**config.mk**
```make
export PLATFORM = sky130hd
export DESIGN_NAME = nvsr_host
export DESIGN_NICKNAME = d
export VERILOG_FILES = /design/src/rtl/nvsr_pkg.sv /design/src/rtl/nvsr_timer.sv /design/src/rtl/nvsr_host.sv
export SDC_FILE = /design/constraint.sdc
export NUM_CORES = 1
export LEC_CHECK = 0
export BUFFER_PORTS_ARGS = -buffer_cell sky130_fd_sc_hd__buf_4
export CAP_MARGIN = 20
export CELL_PAD_IN_SITES_DETAIL_PLACEMENT = 0
export CELL_PAD_IN_SITES_GLOBAL_PLACEMENT = 2
export CORE_AREA = 8 8 115 138
export CTS_CLUSTER_DIAMETER = 120
export DETAILED_ROUTE_END_ITERATION = 12
export DIE_AREA = 0 0 123 146
export GPL_TIMING_DRIVEN = 0
export PLACE_DENSITY_LB_ADDON = 0.1
export SYNTH_ARGS = -nofsm -noshare
export SYNTH_HDL_FRONTEND = slang
export SYNTH_SLANG_ARGS = --single-unit
```
**constraint.sdc**
```tcl
create_clock -name clock -period 2.3 [get_ports clock]
set_input_delay 0.46 -clock clock [delete_from_list [all_inputs] [get_ports clock]]
set_output_delay 0.46 -clock clock [all_outputs]
set_load 0.005 [all_outputs]
```
**src/rtl/nvsr_pkg.sv**
```systemverilog
// package: constants, types and command decoding for the nvsram host controller
package nvsr_pkg;

    // ****************************************************************
    // bus widths
    // ****************************************************************
    localparam int ADDR_W = 15;
    localparam int DATA_W = 8;
    localparam int CMD_MATCH_W = 13;    // device compares only these low bits
    localparam int CMD_STEPS = 6;
    localparam int TIMER_W = 24;

    // ****************************************************************
    // timing, in printed units, and derived cycle counts
    // ****************************************************************
    localparam int CLOCK_PERIOD_NS = 5;
    localparam int ACCESS_NS = 45;              // slowest grade read/write cycle
    localparam int POWERUP_RESTORE_MS = 40;     // powerup_restore_duration
    localparam int NV_COPY_COMM_US = 12_500;    // nv_copy_duration, commercial
    localparam int NV_COPY_IND_US = 15_000;     // nv_copy_duration, industrial
    localparam int RECALL_US = 100;
    localparam int SYNC_STAGES = 2;
    // least times round up to whole cycles
    localparam int ACCESS_CYC = (ACCESS_NS + CLOCK_PERIOD_NS - 1) / CLOCK_PERIOD_NS;
    localparam int POWERUP_CYC =
        (POWERUP_RESTORE_MS * 1_000_000 + CLOCK_PERIOD_NS - 1) / CLOCK_PERIOD_NS;
    localparam int NV_COPY_COMM_CYC =
        (NV_COPY_COMM_US * 1_000 + CLOCK_PERIOD_NS - 1) / CLOCK_PERIOD_NS;
    localparam int NV_COPY_IND_CYC =
        (NV_COPY_IND_US * 1_000 + CLOCK_PERIOD_NS - 1) / CLOCK_PERIOD_NS;
    localparam int RECALL_CYC = (RECALL_US * 1_000 + CLOCK_PERIOD_NS - 1) / CLOCK_PERIOD_NS;

    // ****************************************************************
    // command address sequence
    // ****************************************************************
    localparam logic [12:0] CMD_ADDR_0 = 13'h0E38;
    localparam logic [12:0] CMD_ADDR_1 = 13'h11C7; // 0x31C7 cut to 13 bits
    localparam logic [12:0] CMD_ADDR_2 = 13'h03E0;
    localparam logic [12:0] CMD_ADDR_3 = 13'h1C1F; // 0x3C1F cut to 13 bits
    localparam logic [12:0] CMD_ADDR_4 = 13'h103F; // 0x303F cut to 13 bits
    localparam logic [12:0] CMD_ADDR_STORE = 13'h0FC0;
    localparam logic [12:0] CMD_ADDR_RECALL = 13'h0C63;
    localparam logic [1:0] ADDR_UPPER_FILL = 2'h0;

    // ****************************************************************
    // types
    // ****************************************************************
    typedef enum logic [1:0] {
        OP_READ,
        OP_WRITE,
        OP_STORE,
        OP_RECALL
    } nvsr_op_type;

    typedef struct packed {
        nvsr_op_type op;
        logic [ADDR_W-1:0] addr;
        logic [DATA_W-1:0] wdata;
    } nvsr_req_type;

    typedef struct packed {
        logic [ADDR_W-1:0] addr;
        logic chip_sel_n;
        logic write_n;
        logic out_en_n;
    } nvsr_pins_type;

    // address of one step of the store or recall sequence
    function automatic logic [CMD_MATCH_W-1:0] cmd_addr(input logic [2:0] step,
                                                        input logic recall);
        logic [CMD_MATCH_W-1:0] a;
        a = CMD_ADDR_0;
        case (step)
            3'h0: a = CMD_ADDR_0;
            3'h1: a = CMD_ADDR_1;
            3'h2: a = CMD_ADDR_2;
            3'h3: a = CMD_ADDR_3;
            3'h4: a = CMD_ADDR_4;
            default: a = recall ? CMD_ADDR_RECALL : CMD_ADDR_STORE;
        endcase
        return a;
    endfunction

endpackage

```
**src/rtl/nvsr_timer.sv**
```systemverilog
// file: down-counting wait timer used for pin phases and nonvolatile waits
`timescale 1ns/10ps
`default_nettype none

module nvsr_timer #(
    parameter int WIDTH = 24
) (
    // clock and reset
    input wire logic clock,
    input wire logic reset,
    // control
    input wire logic load,
    input wire logic [WIDTH-1:0] load_value,
    // status
    output logic expired
);

    logic [WIDTH-1:0] count_q;

    // ****************************************************************
    // counter
    // ****************************************************************
    // load wins over counting so a new phase never inherits a stale count
    always_ff @(posedge clock) begin
        if (reset) begin
            count_q <= '0;
        end else if (load) begin
            count_q <= load_value;
        end else if (count_q != '0) begin
            count_q <= count_q - 1'b1;
        end
    end

    assign expired = (count_q == '0) && !load;

endmodule
`default_nettype wire

```
**src/rtl/nvsr_host.sv**
```systemverilog
// file: host controller driving the nvsram access pins
`timescale 1ns/10ps
`default_nettype none

module nvsr_host #(
    parameter int POWERUP_WAIT = nvsr_pkg::POWERUP_CYC,
    parameter int STORE_WAIT = nvsr_pkg::NV_COPY_IND_CYC,
    parameter int RECALL_WAIT = nvsr_pkg::RECALL_CYC
) (
    // clock and reset
    input wire logic clock,
    input wire logic reset,
    // user request
    input wire logic req_valid,
    output logic req_ready,
    input wire nvsr_pkg::nvsr_req_type req,
    // user answer
    output logic resp_valid,
    output logic [nvsr_pkg::DATA_W-1:0] resp_data,
    output logic busy,
    // memory pins
    output nvsr_pkg::nvsr_pins_type pins,
    input wire logic [nvsr_pkg::DATA_W-1:0] dq_in,
    output logic [nvsr_pkg::DATA_W-1:0] dq_out,
    output logic dq_oe,
    input wire logic hw_store_busy_n_in,
    output logic hw_store_busy_n_out,
    output logic hw_store_busy_n_oe
);

    localparam int TW = nvsr_pkg::TIMER_W;

    typedef enum logic [2:0] {
        ST_BOOT,
        ST_POWER,
        ST_IDLE,
        ST_SETUP,
        ST_ACCESS,
        ST_RELEASE,
        ST_NVWAIT
    } nvsr_state_type;

    nvsr_state_type state_q;
    nvsr_pkg::nvsr_op_type op_q;
    nvsr_pkg::nvsr_pins_type pins_q;
    logic [nvsr_pkg::DATA_W-1:0] wdata_q;
    logic [nvsr_pkg::ADDR_W-1:0] req_addr_q;
    logic [nvsr_pkg::DATA_W-1:0] dq_meta_q;
    logic [nvsr_pkg::DATA_W-1:0] dq_sync_q;
    logic hsb_meta_q;
    logic hsb_sync_q;
    logic [2:0] step_q;
    logic cmd_q;
    logic dq_oe_q;
    logic resp_valid_q;
    logic [nvsr_pkg::DATA_W-1:0] resp_data_q;
    logic timer_load;
    logic [TW-1:0] timer_value;
    logic timer_done;
    logic last_step;

    // ****************************************************************
    // pin synchronisers
    // ****************************************************************
    // data and busy come from an unclocked part, two stages each
    always_ff @(posedge clock) begin
        if (reset) begin
            dq_meta_q <= '0;
            dq_sync_q <= '0;
            hsb_meta_q <= 1'b0;
            hsb_sync_q <= 1'b0;
        end else begin
            dq_meta_q <= dq_in;
            dq_sync_q <= dq_meta_q;
            hsb_meta_q <= hw_store_busy_n_in;
            hsb_sync_q <= hsb_meta_q;
        end
    end

    // ****************************************************************
    // phase timer
    // ****************************************************************
    nvsr_timer #(
        .WIDTH(TW)
    ) u_timer (
        .clock(clock),
        .reset(reset),
        .load(timer_load),
        .load_value(timer_value),
        .expired(timer_done)
    );

    assign last_step = cmd_q && (step_q == 3'(nvsr_pkg::CMD_STEPS - 1));

    // timer loads only before the power, access and nonvolatile waits; access time includes sync delay
    always_comb begin
        timer_load = 1'b0;
        timer_value = '0;
        unique case (state_q)
            ST_BOOT: begin
                timer_load = 1'b1;
                timer_value = TW'(POWERUP_WAIT);
            end
            ST_SETUP: begin
                timer_load = 1'b1;
                timer_value = TW'(nvsr_pkg::ACCESS_CYC + nvsr_pkg::SYNC_STAGES);
            end
            ST_RELEASE: begin
                timer_load = last_step;
                // worst grade copy time, recall time otherwise
                timer_value = (op_q == nvsr_pkg::OP_RECALL) ? TW'(RECALL_WAIT) :
                              TW'(STORE_WAIT);
            end
            ST_POWER, ST_IDLE, ST_ACCESS, ST_NVWAIT: begin
                timer_load = 1'b0;
            end
        endcase
    end

    // ****************************************************************
    // sequencer
    // ****************************************************************
    // a busy device ignores accesses, so hold off while busy is low
    always_ff @(posedge clock) begin
        if (reset) begin
            state_q <= ST_BOOT;
            op_q <= nvsr_pkg::OP_READ;
            wdata_q <= '0;
            step_q <= '0;
            cmd_q <= 1'b0;
        end else begin
            unique case (state_q)
                ST_BOOT: state_q <= ST_POWER;
                ST_POWER: begin
                    if (timer_done) begin
                        state_q <= ST_IDLE;
                    end
                end
                ST_IDLE: begin
                    if (req_valid && hsb_sync_q) begin
                        op_q <= req.op;
                        wdata_q <= req.wdata;
                        step_q <= '0;
                        // store is always issued, even with no write since
                        cmd_q <= (req.op == nvsr_pkg::OP_STORE) ||
                                 (req.op == nvsr_pkg::OP_RECALL);
                        state_q <= ST_SETUP;
                    end
                end
                ST_SETUP: state_q <= ST_ACCESS;
                ST_ACCESS: begin
                    if (timer_done) begin
                        state_q <= ST_RELEASE;
                    end
                end
                ST_RELEASE: begin
                    if (last_step) begin
                        state_q <= ST_NVWAIT;
                    end else if (cmd_q) begin
                        step_q <= step_q + 3'h1;
                        state_q <= ST_SETUP;
                    end else begin
                        state_q <= ST_IDLE;
                    end
                end
                ST_NVWAIT: begin
                    if (timer_done) begin
                        cmd_q <= 1'b0;
                        state_q <= ST_IDLE;
                    end
                end
            endcase
        end
    end

    // ****************************************************************
    // pin drive
    // ****************************************************************
    // select and strobe fall together on writes so the device floats
    always_ff @(posedge clock) begin
        if (reset) begin
            pins_q <= '{addr: '0, chip_sel_n: 1'b1, write_n: 1'b1, out_en_n: 1'b1};
            dq_oe_q <= 1'b0;
        end else begin
            unique case (state_q)
                ST_SETUP: begin
                    // upper bits are unused by command matching
                    pins_q.addr <= cmd_q ?
                        {nvsr_pkg::ADDR_UPPER_FILL, nvsr_pkg::cmd_addr(step_q,
                            op_q == nvsr_pkg::OP_RECALL)} : req_addr_q;
                    pins_q.chip_sel_n <= 1'b0;
                    pins_q.write_n <= (op_q != nvsr_pkg::OP_WRITE);
                    // last command access drives no data, so leave output off
                    pins_q.out_en_n <= (op_q == nvsr_pkg::OP_WRITE) || last_step;
                    dq_oe_q <= (op_q == nvsr_pkg::OP_WRITE);
                end
                ST_ACCESS: begin
                    if (timer_done) begin
                        pins_q.chip_sel_n <= 1'b1;
                        pins_q.write_n <= 1'b1;
                        pins_q.out_en_n <= 1'b1;
                    end
                end
                ST_RELEASE: begin
                    dq_oe_q <= 1'b0; // data held one cycle past the strobe
                end
                ST_BOOT, ST_POWER, ST_IDLE, ST_NVWAIT: begin
                    pins_q.chip_sel_n <= 1'b1;
                end
            endcase
        end
    end

    // address of a plain access, caught when the request is taken
    always_ff @(posedge clock) begin
        if (reset) begin
            req_addr_q <= '0;
        end else if (state_q == ST_IDLE && req_valid && hsb_sync_q) begin
            req_addr_q <= req.addr;
        end
    end

    // ****************************************************************
    // answer
    // ****************************************************************
    always_ff @(posedge clock) begin
        if (reset) begin
            resp_valid_q <= 1'b0;
            resp_data_q <= '0;
        end else begin
            resp_valid_q <= ((state_q == ST_RELEASE) && !cmd_q) ||
                            ((state_q == ST_NVWAIT) && timer_done);
            if (state_q == ST_ACCESS && timer_done && op_q == nvsr_pkg::OP_READ) begin
                resp_data_q <= dq_sync_q;
            end
        end
    end

    assign req_ready = (state_q == ST_IDLE) && hsb_sync_q;
    assign busy = (state_q != ST_IDLE);
    assign resp_valid = resp_valid_q;
    assign resp_data = resp_data_q;
    assign pins = pins_q;
    assign dq_out = wdata_q;
    assign dq_oe = dq_oe_q;
    // busy line is only watched, never pulled low
    assign hw_store_busy_n_out = 1'b1;
    assign hw_store_busy_n_oe = 1'b0;
endmodule
`default_nettype wire

```
==> results by group, run 1 <==
Yosys
  – Synth unique cells: 58
  – Yosys reg bits: 102
  – Syn Nets: 568
  – Sequential fraction of the synthesis area: 46.2%
  – Top cell type's share of synthesized area: 46.2%
  – Post-synth top flop: dfxtp_1
  – Dominant cell type by area after synthesis: dfxtp_1
  – Syn avg cell area: 8.44 sq um
  – Post-synth EDFFs: 0
  – Synthesized netlist cell count: 524
  – Asr flop ratio synth: 0%
  – Mapped cell area: 0.00442 sq mm
  – Top post-synthesis cells by area: dfxtp_1 (46%), nand2_1 (7.0%), a21oi_1 (6.7%)
  – Ys Warns: 0

Power
  – Total power: 0.00430 W
  – Net Switching: 0.00132 W
  – P_int: 0.00299 W
  – Leakage power: 2.12 nW
  – Max VDD drop: 0.506 mV
  – Logic pwr share: 19.9%
  – Switching share of power: 30.6%
  – Seq pwr share: 45.6%
  – Clock Power Share: 34.4%
  – Power Density: 765 mW/mm^2

Timing
  – Tcrit/Tclk final: 95.1%
  – Worst-margin pin slew: 700 ps
  – Worst Skew: 7.18 ps
  – Final hold slack: 318 ps
  – Maximum clock rate: 0.457 GHz
  – Slew Limit Fails: 0
  – Fin. Hold Viols: 0
  – Minimum clock period: 2190 ps
  – RSZ-0062 raised after global routing: false
  – TNS Setup: 0 ps
  – Setup violators final: 0
  – Headroom to the max-slew limit: 53.3%

Placement
  – Buffers on Ports: 73
  – GPL Wtd Cong: 0.792
  – HPWL after detailed placement: 9630 microns
  – Placed cells: 768
  – Placed standard-cell area: 0.00518 sq mm

Floorplan
  – I/O Pins: 77
  – Row cnt: 47
  – Die W: 123 microns
  – Core Region: 0.0136 sq mm
  – Initial core utilization: 32.4%
  – Die ar.: 0.0180 sq mm
  – Die H: 146 microns

Worst hold path
  – Hold endpoint: dq_meta_q[3]$_SDFF_PP0_
  – HP Class: in -> reg
  – HP Start: dq_in[3]
  – Hold-critical path depth: 2

Setup path
  – Register-to-Register Path Depth: 6
  – Worst R2R Start: u_timer.count_q[2]$_SDFFE_PP0N_
  – Worst reg-to-reg setup slack: 110 ps
  – Startpoint Class: flip-flop
  – Critical Path AT: 2430 ps
  – CP endpoint kind: flip-flop
  – FF-to-FF End: u_timer.count_q[12]$_SDFFE_PP0N_
  – Max FO, Critical Path: 10
  – Req. time, crit path: 2550 ps
  – Crit Path Class: reg -> reg

Cells and area
  – Commonest non-fill, non-tap cell in the layout: dfxtp_1
  – Layout cell share with drive strength beyond 1: 20.0%
  – Non-Filler Cell Area, Final: 0.00562 sq mm
  – Fin cells: 791
  – Most frequent cells in the layout: dfxtp_1 (102), nand2_1 (83), buf_4 (83)
  – ANT cells: 0
  – Fillers: 1450
  – Synthesis-to-layout area growth: 27.2%
  – Post-layout net count: 659

Global routing
  – Initial antenna violation count: 0
  – Vias in the first global route: 4011
  – GRT Total Usage: 15.1%
  – Congestion Overflow GR: 0
  – Largest net degree at the start of global routing: 19
  – First-pass GRT wire length: 21300 microns

Detailed routing
  – Routed vias: 3893
  – DR iter-0 viols: 166
  – Final wirelength: 13000 microns
  – Drt wl/cell: 16.4 microns
  – Antenna-violating nets left: 0
  – Vias/cell: 4.92
  – TritonRoute pass-1 iters: 6
  – DRC viols: 0

Clock tree
  – Clock transition at path regs: 70 ps
  – CTS tree: yes
  – Max H-tree Level: 3
  – TritonCTS Sinks: 102
  – Max Buffers Root-to-Sink: 2
  – Clock root buffer: clkbuf_16
  – Num CTS Buffers: 9
  – Worst-skew pair later-pin latency: 350 ps

Status
  – Status: finished, final reports clean

Job
  – Max-Cap Viols: 0
Yosys cell counts (3+ instances only):
cell type,instances
a211oi_1,10
a21o_1,4
a21oi_1,59
a31oi_1,6
and2_1,4
clkbuf_1,29
dfxtp_1,102
ha_1,7
inv_1,11
mux2i_1,8
nand2_1,83
nand2b_1,11
nand3_1,4
nand3b_1,5
nand4_1,3
nor2_1,50
nor2b_1,22
nor3_1,9
nor3b_1,4
nor4_1,3
nor4_2,3
o211ai_1,8
o21ai_0,10
o31ai_1,3
or3_1,8
or4_1,3
xnor2_1,7
xor2_1,3
registers in the layout, summed over array words and instances (netlist names):
register,count
cmd_q,1
dq_meta_q,8
dq_oe,1
dq_out,8
dq_sync_q,8
hsb_meta_q,1
hsb_sync_q,1
op_q,2
pins,18
req_addr_q,15
resp_data,8
resp_valid,1
state_q,3
step_q,3
u_timer.count_q,24
power groups by stage:
stage          clock network (W)  registers (W)  logic [W]
2_1_floorplan                  0        0.00197   0.000567
6_report                 0.00148        0.00196   0.000857
5_1_grt                  0.00163        0.00198   0.000955
4_1_cts                  0.00154        0.00195   0.000835
3_3_place_gp                   0        0.00198   0.000769
3_5_place_dp                   0        0.00199   0.000780
layout make-up:
cell class	count	area, sq um	area share (%)
multi-input combinational	377	2280	40.6
sequential	102	2040	36.3
timing repair buffer	81	621	11.0
clock buffer	9	225	4.00
tap	171	214	3.80
buffer	33	143	2.54
clock inverter	7	57.6	1.02
inverter	11	41.3	0.734
stage by stage:
stage | worst slack (ps) | util, %
2_1_floorplan | 263 | -
3_3_place_gp | -454 | 38.0
3_5_place_dp | -499 | 38.0
4_1_cts | 11.7 | 40.7
5_1_grt | 4.97 | 41.2
6_report | 114 | 41.2
kinds of logic after synthesis:
family | share of synthesized area [%]
compound gates | 17.8
xor+xnor | 1.98
fa+ha+maj | 1.98
buf+inv | 4.05
flops | 46.2
mux | 1.81
other cells | 0.170
simple gates | 26.0
repair_timing:
action,in CTS,in global routing
hold buffers,0,0
buffers inserted,5,3
endpoints found under the setup margin,48,43
gates cloned,0,0
resized for setup,7,18
pin swaps,2,2
worst max path at each step:
| stage | startpoint | to | cells past startpoint |
|---|---|---|---|
| floorplan | step_q[1]$_SDFFE_PP0P_ | u_timer.count_q[9]$_SDFFE_PP0N_ | 8 |
| global placement | u_timer.count_q[8]$_SDFFE_PP0N_ | u_timer.count_q[16]$_SDFFE_PP0N_ | 6 |
| detailed placement | u_timer.count_q[8]$_SDFFE_PP0N_ | u_timer.count_q[18]$_SDFFE_PP0N_ | 6 |
| CTS | state_q[1]$_SDFFE_PP0P_ | req_ready | 5 |
| global route | state_q[0]$_SDFFE_PP0P_ | u_timer.count_q[6]$_SDFFE_PP0N_ | 5 |
| finish | u_timer.count_q[2]$_SDFFE_PP0N_ | u_timer.count_q[12]$_SDFFE_PP0N_ | 6 |
layer usage:
layer	track usage, %	wire, microns
met4	4.47	140
met1	17.2	5590
met5	0	0
met2	27.2	6960
met3	3.42	318
worst max-delay path: stages (launching register included):
cell       delay (ps)
dfxtp_1           380
or4_1             580
nor3_1            230
and4b_1           300
buf_2             260
a2bb2oi_1         100
o221a_2           250
Note: power is estimated with default switching activity, not from simulation.
==> inputs of run 2 (changes only) <==
- clock period: 2.3 -> 2.09 ns (I/O delays scaled with it)
==> run 2 against run 1 <==
  * Die area unchanged
  * Largest power group unchanged
  * Global-route usage increased by 0.080 points
  * Critical endpoint is now u_timer.count_q[18]$_SDFFE_PP0N_
  * First-iteration DRC count decreased by 16%
  * Highest routed layer unchanged
  * Flip-flop and latch count unchanged
==> results by group, run 2 (synthesis results as in run 1) <==
Setup path
  – Critical path's slowest cell: or4_4
  – Worst R2R Start: u_timer.count_q[2]$_SDFFE_PP0N_
  – Worst reg-to-reg setup slack: 110 ps
  – Max FO, Critical Path: 10
  – Startpoint Class: flip-flop
  – CP Cell Sequence: or4_4 -> nor3_2 -> nand4b_1 -> buf_4 -> o21ai_4 -> buf_6 -> a21oi_1
  – Slowest stage delay, CP: 570 ps
  – Critical Path AT: 2200 ps
  – FF-to-FF End: u_timer.count_q[18]$_SDFFE_PP0N_
  – Worst path top cell family by delay: simple AND/OR/NAND/NOR gates
  – Register-to-Register Path Depth: 7
  – Req. time, crit path: 2310 ps
  – Crit Path Class: reg -> reg
  – CP endpoint kind: flip-flop
  – Worst path buffer plus inverter count: 2

Power
  – Leakage power: 2.15 nW
  – Power Density: 840 mW/mm^2
  – P_int: 0.00333 W
  – Clock Power Share: 33.8%
  – Logic pwr share: 21.0%
  – Switching share of power: 30.6%
  – Net Switching: 0.00147 W
  – Max VDD drop: 0.539 mV
  – Seq pwr share: 45.2%

Cells and area
  – Layout cell share with drive strength beyond 1: 23.2%
  – Synthesis-to-layout area growth: 29.3%
  – Max reg flops: 24
  – Biggest register: u_timer.count_q
  – ANT cells: 0
  – Post-layout net count: 661
  – Commonest non-fill, non-tap cell in the layout: dfxtp_1
  – Most frequent cells in the layout: dfxtp_1 (98), buf_4 (84), nand2_1 (80)

Timing
  – Worst Skew: 4.59 ps
  – Minimum clock period: 1980 ps
  – RSZ-0062 raised after global routing: true
  – Setup violators final: 0
  – Slew Limit Fails: 0
  – Final hold slack: 276 ps
  – TNS Setup: 0 ps
  – Headroom to the max-slew limit: 55.6%
  – Worst-margin pin slew: 666 ps
  – Tcrit/Tclk final: 94.8%
  – Maximum clock rate: 0.505 GHz
  – Fin. Hold Viols: 0

Placement
  – Buffers on Ports: 73
  – GPL Wtd Cong: 0.792
  – HPWL after detailed placement: 9630 microns

Floorplan
  – I/O Pins: 77
  – Die ar.: 0.0180 sq mm
  – Row cnt: 47
  – Die W: 123 microns
  – Die H: 146 microns
  – Initial core utilization: 32.4%
  – Core Region: 0.0136 sq mm

Worst hold path
  – Hold endpoint: dq_meta_q[3]$_SDFF_PP0_
  – HP Start: dq_in[3]
  – Hold-critical path depth: 2
  – HP Class: in -> reg

Clock tree
  – TritonCTS Sinks: 102
  – Max H-tree Level: 3
  – Max Buffers Root-to-Sink: 2
  – CTS tree: yes
  – Hold_buf cts: 0
  – Clock transition at path regs: 70 ps
  – Clock root buffer: clkbuf_16
  – Num CTS Buffers: 9
  – Worst-skew pair later-pin latency: 350 ps

Global routing
  – Vias in the first global route: 4006
  – Initial antenna violation count: 0
  – GRT Total Usage: 15.2%
  – Largest net degree at the start of global routing: 19
  – First-pass GRT wire length: 21300 microns
  – Congestion Overflow GR: 0

Status
  – Status: finished, final reports clean

Detailed routing
  – DR iter-0 viols: 139
  – TritonRoute pass-1 iters: 4
  – Routed vias: 3908
  – Drt wl/cell: 16.5 microns
  – Antenna-violating nets left: 0
  – Vias/cell: 4.93
  – DRC viols: 0
  – Final wirelength: 13100 microns

Job
  – Max-Cap Viols: 0
==> run 2: power groups by stage <==
stage               combinational [W]  sequential [W]  clock (W)
detailed placement           0.000858         0.00219          0
CTS                          0.000957         0.00216    0.00170
global route                  0.00112         0.00219    0.00180
global placement             0.000847         0.00218          0
floorplan                    0.000624         0.00216          0
finish                        0.00101         0.00217    0.00163
==> run 2: final cells by class <==
class	instances	area [sq um]
fill	1440	7930
multi-input combinational	377	2330
sequential	102	2050
timing repair buffer	84	647
clock buffer	9	225
tap	171	214
buffer	32	154
clock inverter	7	57.6
inverter	11	41.3
==> run 2: how the worst max path moves through the flow <==
| stage | startpoint | to | depth (start not counted) |
|---|---|---|---|
| floorplan | step_q[1]$_SDFFE_PP0P_ | u_timer.count_q[9]$_SDFFE_PP0N_ | 8 |
| global placement | u_timer.count_q[8]$_SDFFE_PP0N_ | u_timer.count_q[16]$_SDFFE_PP0N_ | 6 |
| detailed placement | u_timer.count_q[8]$_SDFFE_PP0N_ | u_timer.count_q[18]$_SDFFE_PP0N_ | 6 |
| CTS | u_timer.count_q[0]$_SDFFE_PP0N_ | u_timer.count_q[14]$_SDFFE_PP0N_ | 7 |
| global route | u_timer.count_q[0]$_SDFFE_PP0N_ | u_timer.count_q[14]$_SDFFE_PP0N_ | 7 |
| finish | u_timer.count_q[2]$_SDFFE_PP0N_ | u_timer.count_q[18]$_SDFFE_PP0N_ | 7 |
==> run 2: worst register-to-register path, stage by stage (launching register included) <==
cell and delay, ps:
dfxtp_1 380, or4_4 570, nor3_2 150, nand4b_1 160, buf_4 190, o21ai_4 180, buf_6 170, a21oi_1 50
==> run 2: metal layers <==
layer | part of all wire, % | GRT usage (%) | routed length [microns] | up-vias
li1 | - | - | - | 2004
met1 | 42 | 17.2 | 5540 | 1845
met2 | 54 | 27.4 | 7060 | 48
met3 | 2.7 | 3.42 | 354 | 11
met4 | 1.2 | 4.47 | 163 | 0
met5 | 0 | 0 | 0 | -
==> run 2: repair_timing <==
| item | in CTS | in global routing |
|---|---|---|
| resized for setup | 26 | 20 |
| pin swaps | 3 | 3 |
| buffers inserted | 7 | 4 |
| endpoints found under the setup margin | 63 | 52 |
==> run 2: stage by stage <==
stage / area (sq um) / power [W] / setup WS [ps] / utilization, % / cells
final: 5720 / 0.00481 / 109 / 41.9 / 793
after global placement: 5180 / 0.00303 / -664 / 38.0 / 768
after global routing: 5720 / 0.00510 / -17.3 / 41.9 / 793
after detailed placement: 5180 / 0.00304 / -709 / 38.0 / 768
after floorplan: 4420 / 0.00279 / 53.4 / - / 524
after CTS: 5630 / 0.00481 / 3.91 / 41.3 / 790
==> inputs of run 3 (changes only) <==
- PLACE_DENSITY_LB_ADDON: 0.1 -> 0.25
==> run 3 against run 2 <==
  * Highest routed layer unchanged
  * Fmax fell by 1.9%
  * Critical path type unchanged
  * Cell count fell by 0.25%
  * Global-route usage fell by 0.46 points
==> results by group, run 3 (synthesis results as in run 1) <==
Detailed routing
  – DRC viols: 0
  – Final wirelength: 12800 microns
  – Routed vias: 3944
  – Antenna-violating nets left: 0
  – Vias/cell: 4.99
  – TritonRoute pass-1 iters: 5
  – Drt wl/cell: 16.2 microns
  – DR iter-0 viols: 193

Setup path
  – Slowest stage delay, CP: 570 ps
  – CP endpoint kind: flip-flop
  – CP Cell Sequence: or4_4 -> nor3_4 -> and4b_2 -> buf_6 -> a2bb2oi_1 -> o221a_2
  – Crit path from: u_timer.count_q[2]$_SDFFE_PP0N_
  – Worst path top cell family by delay: simple AND/OR/NAND/NOR gates
  – Worst R2R Start: u_timer.count_q[2]$_SDFFE_PP0N_
  – Max FO, Critical Path: 10
  – Startpoint Class: flip-flop
  – Critical Path AT: 2270 ps
  – Req. time, crit path: 2340 ps
  – Worst path buffer plus inverter count: 1
  – Crit Path Class: reg -> reg
  – Critical path's slowest cell: or4_4

Placement
  – GPL Wtd Cong: 0.775
  – Buffers on Ports: 73
  – Pre-CTS setup slack: -639 ps
  – Placed cells: 768
  – HPWL after detailed placement: 9420 microns

Global routing
  – Congestion Overflow GR: 0
  – Initial antenna violation count: 0
  – First-pass GRT wire length: 20700 microns
  – GRT Total Usage: 14.8%
  – Vias in the first global route: 3934
  – Largest net degree at the start of global routing: 17

Job
  – Max-Cap Viols: 0

Timing
  – Slew Limit Fails: 0
  – Headroom to the max-slew limit: 57.1%
  – Setup violators final: 0
  – Fin. Hold Viols: 0
  – Tcrit/Tclk final: 96.7%
  – TNS Setup: 0 ps
  – Minimum clock period: 2020 ps
  – Maximum clock rate: 0.495 GHz
  – Worst Skew: 8.99 ps
  – Setup slack after layout: 69.9 ps
  – Worst-margin pin slew: 643 ps

Worst hold path
  – HP Class: in -> reg
  – HP Start: dq_in[0]

Cells and area
  – Fillers: 1375
  – Fin cells: 791
  – Register area: 0.00205 sq mm
  – Biggest register: u_timer.count_q
  – Area of the multi-input gates: 0.00234 sq mm
  – ANT cells: 0
  – Most frequent cells in the layout: dfxtp_1 (97), buf_4 (84), nand2_1 (81)
  – Synthesis-to-layout area growth: 28.9%
  – Max reg flops: 24
  – Commonest non-fill, non-tap cell in the layout: dfxtp_1
  – Post-layout net count: 660
  – Layout cell share with drive strength beyond 1: 23.1%

Clock tree
  – Clock root buffer: clkbuf_16
  – Max Buffers Root-to-Sink: 2
  – Max H-tree Level: 3
  – CTS tree: yes
  – Num CTS Buffers: 9
  – Clock transition at path regs: 70 ps
  – TritonCTS Sinks: 102
  – Hold_buf cts: 0
  – Worst-skew pair later-pin latency: 360 ps

Floorplan
  – Die H: 146 microns
  – Core Region: 0.0136 sq mm
  – Die W: 123 microns
  – I/O Pins: 77
  – Row cnt: 47
  – Die ar.: 0.0180 sq mm
  – Initial core utilization: 32.4%

Power
  – Total power: 0.00474 W
  – Leakage power: 2.14 nW
  – Power Density: 831 mW/mm^2
  – Max VDD drop: 0.353 mV

Status
  – Status: finished, final reports clean
==> run 3: final timing paths <==
kind	slack (ps)	to	depth (start not counted)
setup reg to reg	70	u_timer.count_q[12]$_SDFFE_PP0N_	6
hold / removal	270	dq_meta_q[0]$_SDFF_PP0_	2
setup / recovery	70	u_timer.count_q[12]$_SDFFE_PP0N_	6
hold reg to reg	430	dq_sync_q[1]$_SDFF_PP0_	1
==> run 3: timing repair <==
item	in CTS	in global routing
pin swaps	3	3
setup buffers	8	2
setup endpoints to repair	62	52
gates resized for setup	25	22
==> run 3: final cells by class <==
cell class / instances / area share [%]
multi-input combinational: 377 / 41.1
sequential: 102 / 35.9
timing repair buffer: 83 / 11.2
clock buffer: 9 / 3.95
tap: 171 / 3.75
buffer: 32 / 2.70
inverter: 11 / 0.725
clock inverter: 6 / 0.703
==> run 3: report_power, final <==
part	switching, W	internal, W	total, W	leakage [nW]
Sequential	0.000139	0.00204	0.00218	0.832
Combinational	0.000538	0.000469	0.00101	1.17
Clock	0.000751	0.000798	0.00155	0.131
==> run 3: worst reg2reg max path: cells and delay by family, from the launching register on <==
family / cells / cell delay (ps)
DFF: 1 / 360
and+or+nand+nor: 3 / 1080
buffers and inverters: 1 / 160
AOI/OAI and AO/OA: 2 / 320
==> run 3: metrics by stage <==
| step | utilization, % | hold slack, ps | cell area, sq um |
|---|---|---|---|
| after floorplan | - | 414 | 4420 |
| after global placement | 38.0 | 418 | 5180 |
| after detailed placement | 38.0 | 422 | 5180 |
| after CTS | 41.1 | 253 | 5610 |
| after global routing | 41.8 | 267 | 5700 |
| final | 41.8 | 273 | 5700 |
==> run 3: layer usage <==
metal	vias to the layer above	part of all wire, %	GRT usage, %	wire length [microns]
met4	0	2.0	6.22	257
li1	2004	-	-	-
met5	-	0	0	0
met1	1857	42	16.4	5330
met3	15	2.6	3.18	333
met2	68	54	26.2	6860
